## src/rtl/ddcc_regs.svh

```systemverilog
/*
 * register offsets, field positions, reset values and codes of the
 * downconverter channel configuration block.
 * assumes: included by bare name from the design file and the testbench.
 */
`ifndef DDCC_REGS_SVH
`define DDCC_REGS_SVH

`define DDCC_ADDR_TEST_EN     15'h0367
`define DDCC_ADDR_CTRL        15'h0370
`define DDCC_ADDR_ALT_DEC     15'h0371

`define DDCC_TEST_EN_MASK     8'h05
`define DDCC_CTRL_MASK        8'hff
`define DDCC_ALT_DEC_MASK     8'hf0
`define DDCC_RESET_BYTE       8'h00

`define DDCC_BIT_Q_TEST       2
`define DDCC_BIT_I_TEST       0
`define DDCC_BIT_MIX_SEL      7
`define DDCC_BIT_GAIN_SEL     6
`define DDCC_FLD_IF_HI        5
`define DDCC_FLD_IF_LO        4
`define DDCC_BIT_C2R          3
`define DDCC_FLD_DEC_HI       2
`define DDCC_FLD_DEC_LO       0
`define DDCC_FLD_ALT_HI       7
`define DDCC_FLD_ALT_LO       4

`define DDCC_DEC_HB12         3'h0
`define DDCC_DEC_HB123        3'h1
`define DDCC_DEC_HB1234       3'h2
`define DDCC_DEC_HB1          3'h3
`define DDCC_DEC_HB1_TB       3'h4
`define DDCC_DEC_HB12_TB      3'h5
`define DDCC_DEC_HB123_TB     3'h6
`define DDCC_DEC_ALT          3'h7

`define DDCC_ALT_HB1234_TB    4'h0
`define DDCC_ALT_FB_HB1       4'h2
`define DDCC_ALT_FB_HB12      4'h3
`define DDCC_ALT_FB_HB123     4'h4

`define DDCC_RATIO_W          6
`define DDCC_ONE_RATIO        6'h01
`define DDCC_STAGE_W          6

`endif

```

## src/rtl/ddcc_pkg.sv

```systemverilog
/*
 * types of the downconverter channel configuration block.
 * assumes: nothing beyond the constants header.
 */
`default_nettype none
package ddcc_pkg;

  typedef enum logic [1:0] {
    DDCC_IF_VARIABLE,
    DDCC_IF_ZERO,
    DDCC_IF_QUARTER,
    DDCC_IF_TEST
  } ddcc_if_mode_type;

  // register port request
  typedef struct packed {
    logic        wr;
    logic        rd;
    logic [14:0] addr;
    logic [7:0]  wdata;
  } ddcc_req_type;

  // one complex sample
  typedef struct packed {
    logic        valid;
    logic [15:0] i;
    logic [15:0] q;
  } ddcc_smp_type;

  // decoded filter chain
  typedef struct packed {
    logic [5:0] stages;
    logic [5:0] ratio;
  } ddcc_chain_type;

  // all state of the block
  typedef struct packed {
    logic [7:0]       test_en;
    logic [7:0]       ctrl;
    logic [7:0]       alt_dec;
    logic [7:0]       rdata;
    logic             rvalid;
    logic [1:0]       quad;
    logic [5:0]       dec_cnt;
    ddcc_smp_type     out;
  } ddcc_state_type;

endpackage
`default_nettype wire

```

## src/rtl/ddcc_core.sv

```systemverilog
/*
 * downconverter channel configuration: control registers, test pattern
 * substitution, gain, complex-to-real quarter-rate mix and decimation.
 * assumes: register port and sample stream on i_clk_sys; pattern inputs
 * come from the pattern generators on the same clock.
 */
`default_nettype none
`include "ddcc_regs.svh"

module ddcc_core (
  input  wire logic                 i_clk_sys,
  input  wire logic                 i_rst_b,
  input  wire logic                 i_ce,
  input  wire ddcc_pkg::ddcc_req_type i_req,
  output var  logic [7:0]           o_rdata,
  output var  logic                 o_rvalid,
  input  wire ddcc_pkg::ddcc_smp_type i_smp,
  input  wire logic [15:0]          i_pat_a,
  input  wire logic [15:0]          i_pat_b,
  output var  ddcc_pkg::ddcc_smp_type o_smp,
  output var  logic                 o_q_valid,
  output var  logic                 o_complex_mix,
  output var  ddcc_pkg::ddcc_if_mode_type o_if_mode,
  output var  logic [5:0]           o_stage_en,
  output var  logic [5:0]           o_dec_ratio
);

  ddcc_pkg::ddcc_state_type st_ff;
  ddcc_pkg::ddcc_state_type nxt_st;
  ddcc_pkg::ddcc_chain_type chain;
  logic                     c2r;
  logic [2:0]               dec_code;
  logic [15:0]              s_i;
  logic [15:0]              s_q;
  logic [15:0]              g_i;
  logic [15:0]              g_q;

  // ***********************************************
  // filter chain decode
  // ***********************************************
  // stages bit order: hb1, hb2, hb3, hb4, third-band, fifth-band
  always_comb begin
    chain = '0;
    unique case (st_ff.ctrl[`DDCC_FLD_DEC_HI:`DDCC_FLD_DEC_LO])
      `DDCC_DEC_HB12: begin
        chain.stages = 6'h03;
        chain.ratio  = 6'h02;
      end
      `DDCC_DEC_HB123: begin
        chain.stages = 6'h07;
        chain.ratio  = 6'h04;
      end
      `DDCC_DEC_HB1234: begin
        chain.stages = 6'h0f;
        chain.ratio  = 6'h08;
      end
      `DDCC_DEC_HB1: begin
        chain.stages = 6'h01;
        chain.ratio  = 6'h01;
      end
      `DDCC_DEC_HB1_TB: begin
        chain.stages = 6'h11;
        chain.ratio  = 6'h03;
      end
      `DDCC_DEC_HB12_TB: begin
        chain.stages = 6'h13;
        chain.ratio  = 6'h06;
      end
      `DDCC_DEC_HB123_TB: begin
        chain.stages = 6'h17;
        chain.ratio  = 6'h0c;
      end
      `DDCC_DEC_ALT: begin
        unique case (st_ff.alt_dec[`DDCC_FLD_ALT_HI:`DDCC_FLD_ALT_LO])
          `DDCC_ALT_HB1234_TB: begin
            chain.stages = 6'h1f;
            chain.ratio  = 6'h18;
          end
          `DDCC_ALT_FB_HB1: begin
            chain.stages = 6'h21;
            chain.ratio  = 6'h05;
          end
          `DDCC_ALT_FB_HB12: begin
            chain.stages = 6'h23;
            chain.ratio  = 6'h0a;
          end
          `DDCC_ALT_FB_HB123: begin
            chain.stages = 6'h27;
            chain.ratio  = 6'h14;
          end
          default: begin
            chain.stages = 6'h01;
            chain.ratio  = 6'h01;
          end
        endcase
      end
    endcase
    // ratio above is for real output; complex output doubles it
    if (!c2r) begin
      chain.ratio = {chain.ratio[4:0], 1'b0};
    end
  end

  // ***********************************************
  // sample path
  // ***********************************************
  assign c2r = st_ff.ctrl[`DDCC_BIT_C2R];
  assign dec_code = st_ff.ctrl[`DDCC_FLD_DEC_HI:`DDCC_FLD_DEC_LO];

  always_comb begin
    // real mixer uses the i input on both arms
    s_i = i_smp.i;
    s_q = st_ff.ctrl[`DDCC_BIT_MIX_SEL] ? i_smp.q : i_smp.i;
    g_i = st_ff.ctrl[`DDCC_BIT_GAIN_SEL] ? {s_i[14:0], 1'b0} : s_i;
    g_q = st_ff.ctrl[`DDCC_BIT_GAIN_SEL] ? {s_q[14:0], 1'b0} : s_q;
    // quarter-rate mix: i, -q, -i, q
    if (c2r) begin
      unique case (st_ff.quad)
        2'h0: g_i = g_i;
        2'h1: g_i = 16'h0000 - g_q;
        2'h2: g_i = 16'h0000 - g_i;
        2'h3: g_i = g_q;
      endcase
    end
  end

  // ***********************************************
  // register port and state update
  // ***********************************************
  always_comb begin
    nxt_st = st_ff;
    nxt_st.rvalid = 1'b0;
    if (i_req.wr) begin
      unique case (i_req.addr)
        `DDCC_ADDR_TEST_EN: nxt_st.test_en = i_req.wdata & `DDCC_TEST_EN_MASK;
        `DDCC_ADDR_CTRL:    nxt_st.ctrl    = i_req.wdata & `DDCC_CTRL_MASK;
        `DDCC_ADDR_ALT_DEC: nxt_st.alt_dec = i_req.wdata & `DDCC_ALT_DEC_MASK;
        default: ;
      endcase
    end
    if (i_req.rd) begin
      nxt_st.rvalid = 1'b1;
      unique case (i_req.addr)
        `DDCC_ADDR_TEST_EN: nxt_st.rdata = st_ff.test_en;
        `DDCC_ADDR_CTRL:    nxt_st.rdata = st_ff.ctrl;
        `DDCC_ADDR_ALT_DEC: nxt_st.rdata = st_ff.alt_dec;
        default:            nxt_st.rdata = `DDCC_RESET_BYTE;
      endcase
    end
    nxt_st.out.valid = 1'b0;
    if (i_smp.valid) begin
      nxt_st.quad = st_ff.quad + 2'h1;
      if (st_ff.dec_cnt >= chain.ratio - `DDCC_ONE_RATIO) begin
        nxt_st.dec_cnt   = '0;
        nxt_st.out.valid = 1'b1;
        nxt_st.out.i = st_ff.test_en[`DDCC_BIT_I_TEST] ? i_pat_a : g_i;
        if (c2r) begin
          nxt_st.out.q = '0;
        end else begin
          nxt_st.out.q = st_ff.test_en[`DDCC_BIT_Q_TEST] ? i_pat_b : g_q;
        end
      end else begin
        nxt_st.dec_cnt = st_ff.dec_cnt + 6'h01;
      end
    end
  end

  always_ff @(posedge i_clk_sys) begin
    if (!i_rst_b) begin
      st_ff <= '0;
    end else if (i_ce) begin
      st_ff <= nxt_st;
    end
  end

  assign o_rdata       = st_ff.rdata;
  assign o_rvalid      = st_ff.rvalid;
  assign o_smp         = st_ff.out;
  assign o_q_valid     = st_ff.out.valid & ~c2r;
  assign o_complex_mix = st_ff.ctrl[`DDCC_BIT_MIX_SEL];
  assign o_if_mode     = ddcc_pkg::ddcc_if_mode_type'(
                           st_ff.ctrl[`DDCC_FLD_IF_HI:`DDCC_FLD_IF_LO]);
  assign o_stage_en    = chain.stages;
  assign o_dec_ratio   = chain.ratio;
endmodule
`default_nettype wire

```

## config.mk

```make
export PLATFORM = sky130hd
export DESIGN_NAME = ddcc_core
export DESIGN_NICKNAME = d
export VERILOG_FILES = /design/src/rtl/ddcc_pkg.sv /design/src/rtl/ddcc_core.sv
export VERILOG_INCLUDE_DIRS = /design/src /design/src/rtl
export SDC_FILE = /design/constraint.sdc
export NUM_CORES = 1
export LEC_CHECK = 0
export BUFFER_PORTS_ARGS = -buffer_cell sky130_fd_sc_hd__buf_2
export CAP_MARGIN = 20
export CORE_UTILIZATION = 53
export DETAILED_ROUTE_END_ITERATION = 7
export PLACE_DENSITY = 0.87
export REMOVE_ABC_BUFFERS = 1
export SYNTH_ARGS = -nofsm -noshare
export SYNTH_HDL_FRONTEND = slang
export SYNTH_SLANG_ARGS = --single-unit
```

## constraint.sdc

```tcl
create_clock -name i_clk_sys -period 4.25 [get_ports i_clk_sys]
set_input_delay 0.425 -clock i_clk_sys [delete_from_list [all_inputs] [get_ports i_clk_sys]]
set_output_delay 0.425 -clock i_clk_sys [all_outputs]
set_load 0.01 [all_outputs]
```

==> reports/qor.log <==
INFO  timing         max_slew.worst_pin.slew=1200ps
INFO  synthesis      yosysTopAreaCell=sky130_fd_sc_hd__dfxtp_1
INFO  worst_setup_path worstSetupPathType=reg -> reg
INFO  die            core=0.00937mm2
INFO  die            num_rows=35
INFO  run_status     status=completed
INFO  power          p_int=1.08mW
INFO  finish         final_cell_count_no_fill=882
INFO  worst_setup_path worst-r2r-setup-slack=600ps
INFO  synthesis      ys_async_sr_fraction=0%
INFO  global_routing grt_pass1_vias=5,228
INFO  global_routing grt.total_usage=31.6%
INFO  route          postRouteAntennaNets=0
INFO  power          vdd_drop_max=0.182mV
INFO  worst_setup_path reg2reg_to=o_smp[11]
INFO  synthesis      synth_commonest_cells=sky130_fd_sc_hd__a21oi_1, sky130_fd_sc_hd__dfxtp_1, sky130_fd_sc_hd__nor2_1, sky130_fd_sc_hd__mux2i_1, sky130_fd_sc_hd__nand2_1
INFO  timing         report.final.setup_viol=0
INFO  power          power_switching=382uW
INFO  route          drt_pass1_iterations=6
INFO  timing         finClkSkew=13.5ps
INFO  synthesis      synth.avg_cell_area=7.82um2
INFO  route          vias=5,480
INFO  power          comb_power_share=13.4%
INFO  power          p_leak=2.47nW
INFO  worst_setup_path r2r.worst_path.cells=16
INFO  finish         area_growth=13.3%
INFO  worst_setup_path startpoint_type=register
INFO  die            design.die.area=0.0102mm2
INFO  timing         period_minus_slack=3650ps
INFO  power          power.clock.fraction=44.9%
INFO  synthesis      ys_top_cells_by_area=sky130_fd_sc_hd__dfxtp_1, sky130_fd_sc_hd__mux2i_1, sky130_fd_sc_hd__buf_4
INFO  synthesis      synth_largest_type_area_fraction=24.6%
INFO  die            die_w=101um
INFO  die            start_util=55.7%
INFO  die            pin_count=151
INFO  timing         report.final.hold_viol_count=0
INFO  place          port_buf_inserts=149
INFO  timing         fmax=274MHz
INFO  worst_setup_path crit_fanout=14
INFO  power          power.density=247mW/mm2
INFO  run            drv.max_cap_violation_count=0
INFO  global_routing grt-ovfl-total=0
INFO  timing         rsz0062_at_grt=false
INFO  finish         finalInstanceArea=0.00591mm2
INFO  place          placedInstanceArea=0.00567mm2
INFO  clock_network  cts_post_setup_buffers_inserted=0
INFO  global_routing grt_first_pass_wirelength=25,200um
INFO  route          number_of_drc_markers_after_the_initial_detailed_route_iteration=408
INFO  synthesis      synth-edff-count=0
INFO  worst_setup_path timing.critical_path.to=o_smp[11]
INFO  place          place_congestion=1.00
INFO  synthesis      yosys_warns=0
INFO  worst_setup_path data_required_time_of_the_critical_path=4520ps
INFO  clock_network  cts_inserted_buffers=9
INFO  worst_hold_path hold_class=in -> reg
INFO  clock_network  clk_pin_slew_worst_paths=70ps
INFO  synthesis      synth_cell_types=70
INFO  timing         final_min_period_over_clock_period=85.9%
INFO  worst_setup_path worstSetupStartpoint=st_ff[55]
INFO  worst_setup_path crit_arrival=3920ps
INFO  timing         slew_headroom=20.1%
INFO  timing         finalMaxSlewViolations=0
INFO  route          finalWirelength=16,100um
INFO  synthesis      synthCells=667
INFO  finish         final_util=63.1%
INFO  synthesis      synth_area=0.00522mm2
INFO  route          wl_per_cell=18.2um
INFO  die            chipHeight=101um
INFO  route          drcViolationCount=0
INFO  finish         insertedDiodeCount=0
INFO  synthesis      most_instantiated_flip_flop_cell_in_the_synthesis_netlist=sky130_fd_sc_hd__dfxtp_1
INFO  worst_setup_path rr_startpoint=st_ff[55]
INFO  synthesis      synth-seq-area-share=24.6%
INFO  clock_network  numClockSinks=64
INFO  global_routing initial_antenna_violation_count=0
INFO  clock_network  clock_root_buffer=sky130_fd_sc_hd__clkbuf_8
INFO  power          sw_frac_of_total=26.1%
INFO  clock_network  clk_path_buf_depth=2
INFO  place          placed_cells_incl_taps=866
INFO  power          share_seq_of_total_power=41.7%
INFO  synthesis      post_synthesis_sequential_element_count=64
INFO  global_routing grt_max_degree=35
INFO  finish         final_net_count=853
INFO  route          post_drt_via_cell_ratio=6.21
INFO  power          final_power=1.46mW
INFO  clock_network  cts_hold_buf=0
INFO  synthesis      yosys.cell_count.top_type=sky130_fd_sc_hd__a21oi_1
INFO  clock_network  cts_htree_levels=3
INFO  worst_setup_path setup.worst_path.end_class=register
INFO  clock_network  clkLatencyLatePin=350ps
INFO  timing         fin_worst_hold_slack=333ps
INFO  clock_network  cts-resized-gates=0
INFO  finish         drive_gt1_share=27.8%
INFO  clock_network  clock_tree_from_tritoncts=done
INFO  place          dp_hpwl=12,000um
## cells in the final DEF (no fill, tap or decap), types with 4 or more instances in the layout
cell type                    n
sky130_fd_sc_hd__and2_1      6
sky130_fd_sc_hd__o21ai_0    39
sky130_fd_sc_hd__a21o_1      8
sky130_fd_sc_hd__nand2_1    54
sky130_fd_sc_hd__a211oi_1   16
sky130_fd_sc_hd__dfxtp_1    63
sky130_fd_sc_hd__nor2b_1    15
sky130_fd_sc_hd__inv_1      18
sky130_fd_sc_hd__mux2i_1    55
sky130_fd_sc_hd__mux4_2      8
sky130_fd_sc_hd__nor2_1     57
sky130_fd_sc_hd__nand2b_1   10
sky130_fd_sc_hd__nand3_1    14
sky130_fd_sc_hd__xor2_1      6
sky130_fd_sc_hd__mux2_2      7
sky130_fd_sc_hd__and3_1      4
sky130_fd_sc_hd__ha_1       12
sky130_fd_sc_hd__clkbuf_8    9
sky130_fd_sc_hd__buf_2     149
sky130_fd_sc_hd__nand4_1     7
sky130_fd_sc_hd__a221oi_1    8
sky130_fd_sc_hd__a31oi_1     8
sky130_fd_sc_hd__nor4_1      4
sky130_fd_sc_hd__a21oi_1    66
sky130_fd_sc_hd__xnor2_1    10
sky130_fd_sc_hd__buf_4      10
sky130_fd_sc_hd__nor3_1     23
## per-stage QoR
step / setup WS, ps / setup TNS [ps]
2_1_floorplan: -342 / -4070
3_3_place_gp: 770 / 0
3_5_place_dp: 617 / 0
4_1_cts: 614 / 0
5_1_grt: 141 / 0
6_report: 601 / 0
## critical path, cell delays in order (launching register included)
cell                      delay (ps)
sky130_fd_sc_hd__dfxtp_1         440
sky130_fd_sc_hd__inv_1           120
sky130_fd_sc_hd__o21ai_0         160
sky130_fd_sc_hd__o21ai_0         120
sky130_fd_sc_hd__nor4_1          250
sky130_fd_sc_hd__o21ai_0         120
sky130_fd_sc_hd__a21o_1          200
sky130_fd_sc_hd__inv_1            50
sky130_fd_sc_hd__ha_1            180
sky130_fd_sc_hd__nor4b_1         320
sky130_fd_sc_hd__xnor2_1         120
sky130_fd_sc_hd__ha_1            270
sky130_fd_sc_hd__o21ai_0         140
sky130_fd_sc_hd__o32ai_2         360
sky130_fd_sc_hd__buf_4           250
sky130_fd_sc_hd__nand3_1         240
sky130_fd_sc_hd__o21ai_0         230
## cell families (layout without fill, tap and decap cells)
group	count (synthesis)	in the layout	synth area share (%)
AND/OR/NAND/NOR	219	219	21.4
AO/OA/AOI/OAI	176	176	21.0
buffers and inverters	108	194	11.7
multiplexers	70	70	15.5
flip-flops	64	64	24.6
XOR/XNOR	16	16	2.69
adder cells (fa/ha/maj)	13	13	3.07
other	1	1	0.0719
## state kept, by name, summed over array words and instances, names as in the netlist
register / flops
c2r: 1
dec_code: 3
o_complex_mix: 1
o_if_mode: 2
o_rdata: 8
o_rvalid: 1
o_smp: 33
st_ff: 15
## layout make-up
type | count | area (um2)
Fill cell | 825 | 3460
Multi-Input combinational cell | 495 | 3330
Sequential cell | 64 | 1280
Timing Repair Buffer | 159 | 821
Tap cell | 129 | 161
Clock buffer | 9 | 124
Clock inverter | 7 | 120
Inverter | 19 | 71.3
## how the worst min path moves through the flow
| stage | depth (start not counted) | to | start | slack (ps) |
|---|---|---|---|---|
| floorplan | 2 | st_ff[34] | st_ff[34] | 470 |
| global placement | 2 | o_smp[6] | o_smp[6] | 430 |
| detailed placement | 2 | o_smp[10] | o_smp[10] | 440 |
| CTS | 3 | dec_code[1] | i_req[1] | 330 |
| global route | 3 | st_ff[68] | i_req[2] | 340 |
| finish | 3 | dec_code[1] | i_req[1] | 330 |
## per-layer routing
metal  GRT usage, %  share of wire, %  vias up
met5              0                 0        -
met4           14.2               3.6        0
met3           6.76                11       50
met2           52.9                46      360
met1           39.1                39     2546
li1               -                 -     2524
## power groups by stage
stage / combinational (mW) / sequential (mW) / clock, mW
global placement: 0.183 / 0.623 / 0
finish: 0.196 / 0.609 / 0.655
floorplan: 0.0941 / 0.623 / 0
CTS: 0.190 / 0.609 / 0.660
global route: 0.211 / 0.610 / 0.690
detailed placement: 0.189 / 0.623 / 0
(Power assumes the default switching activity.)
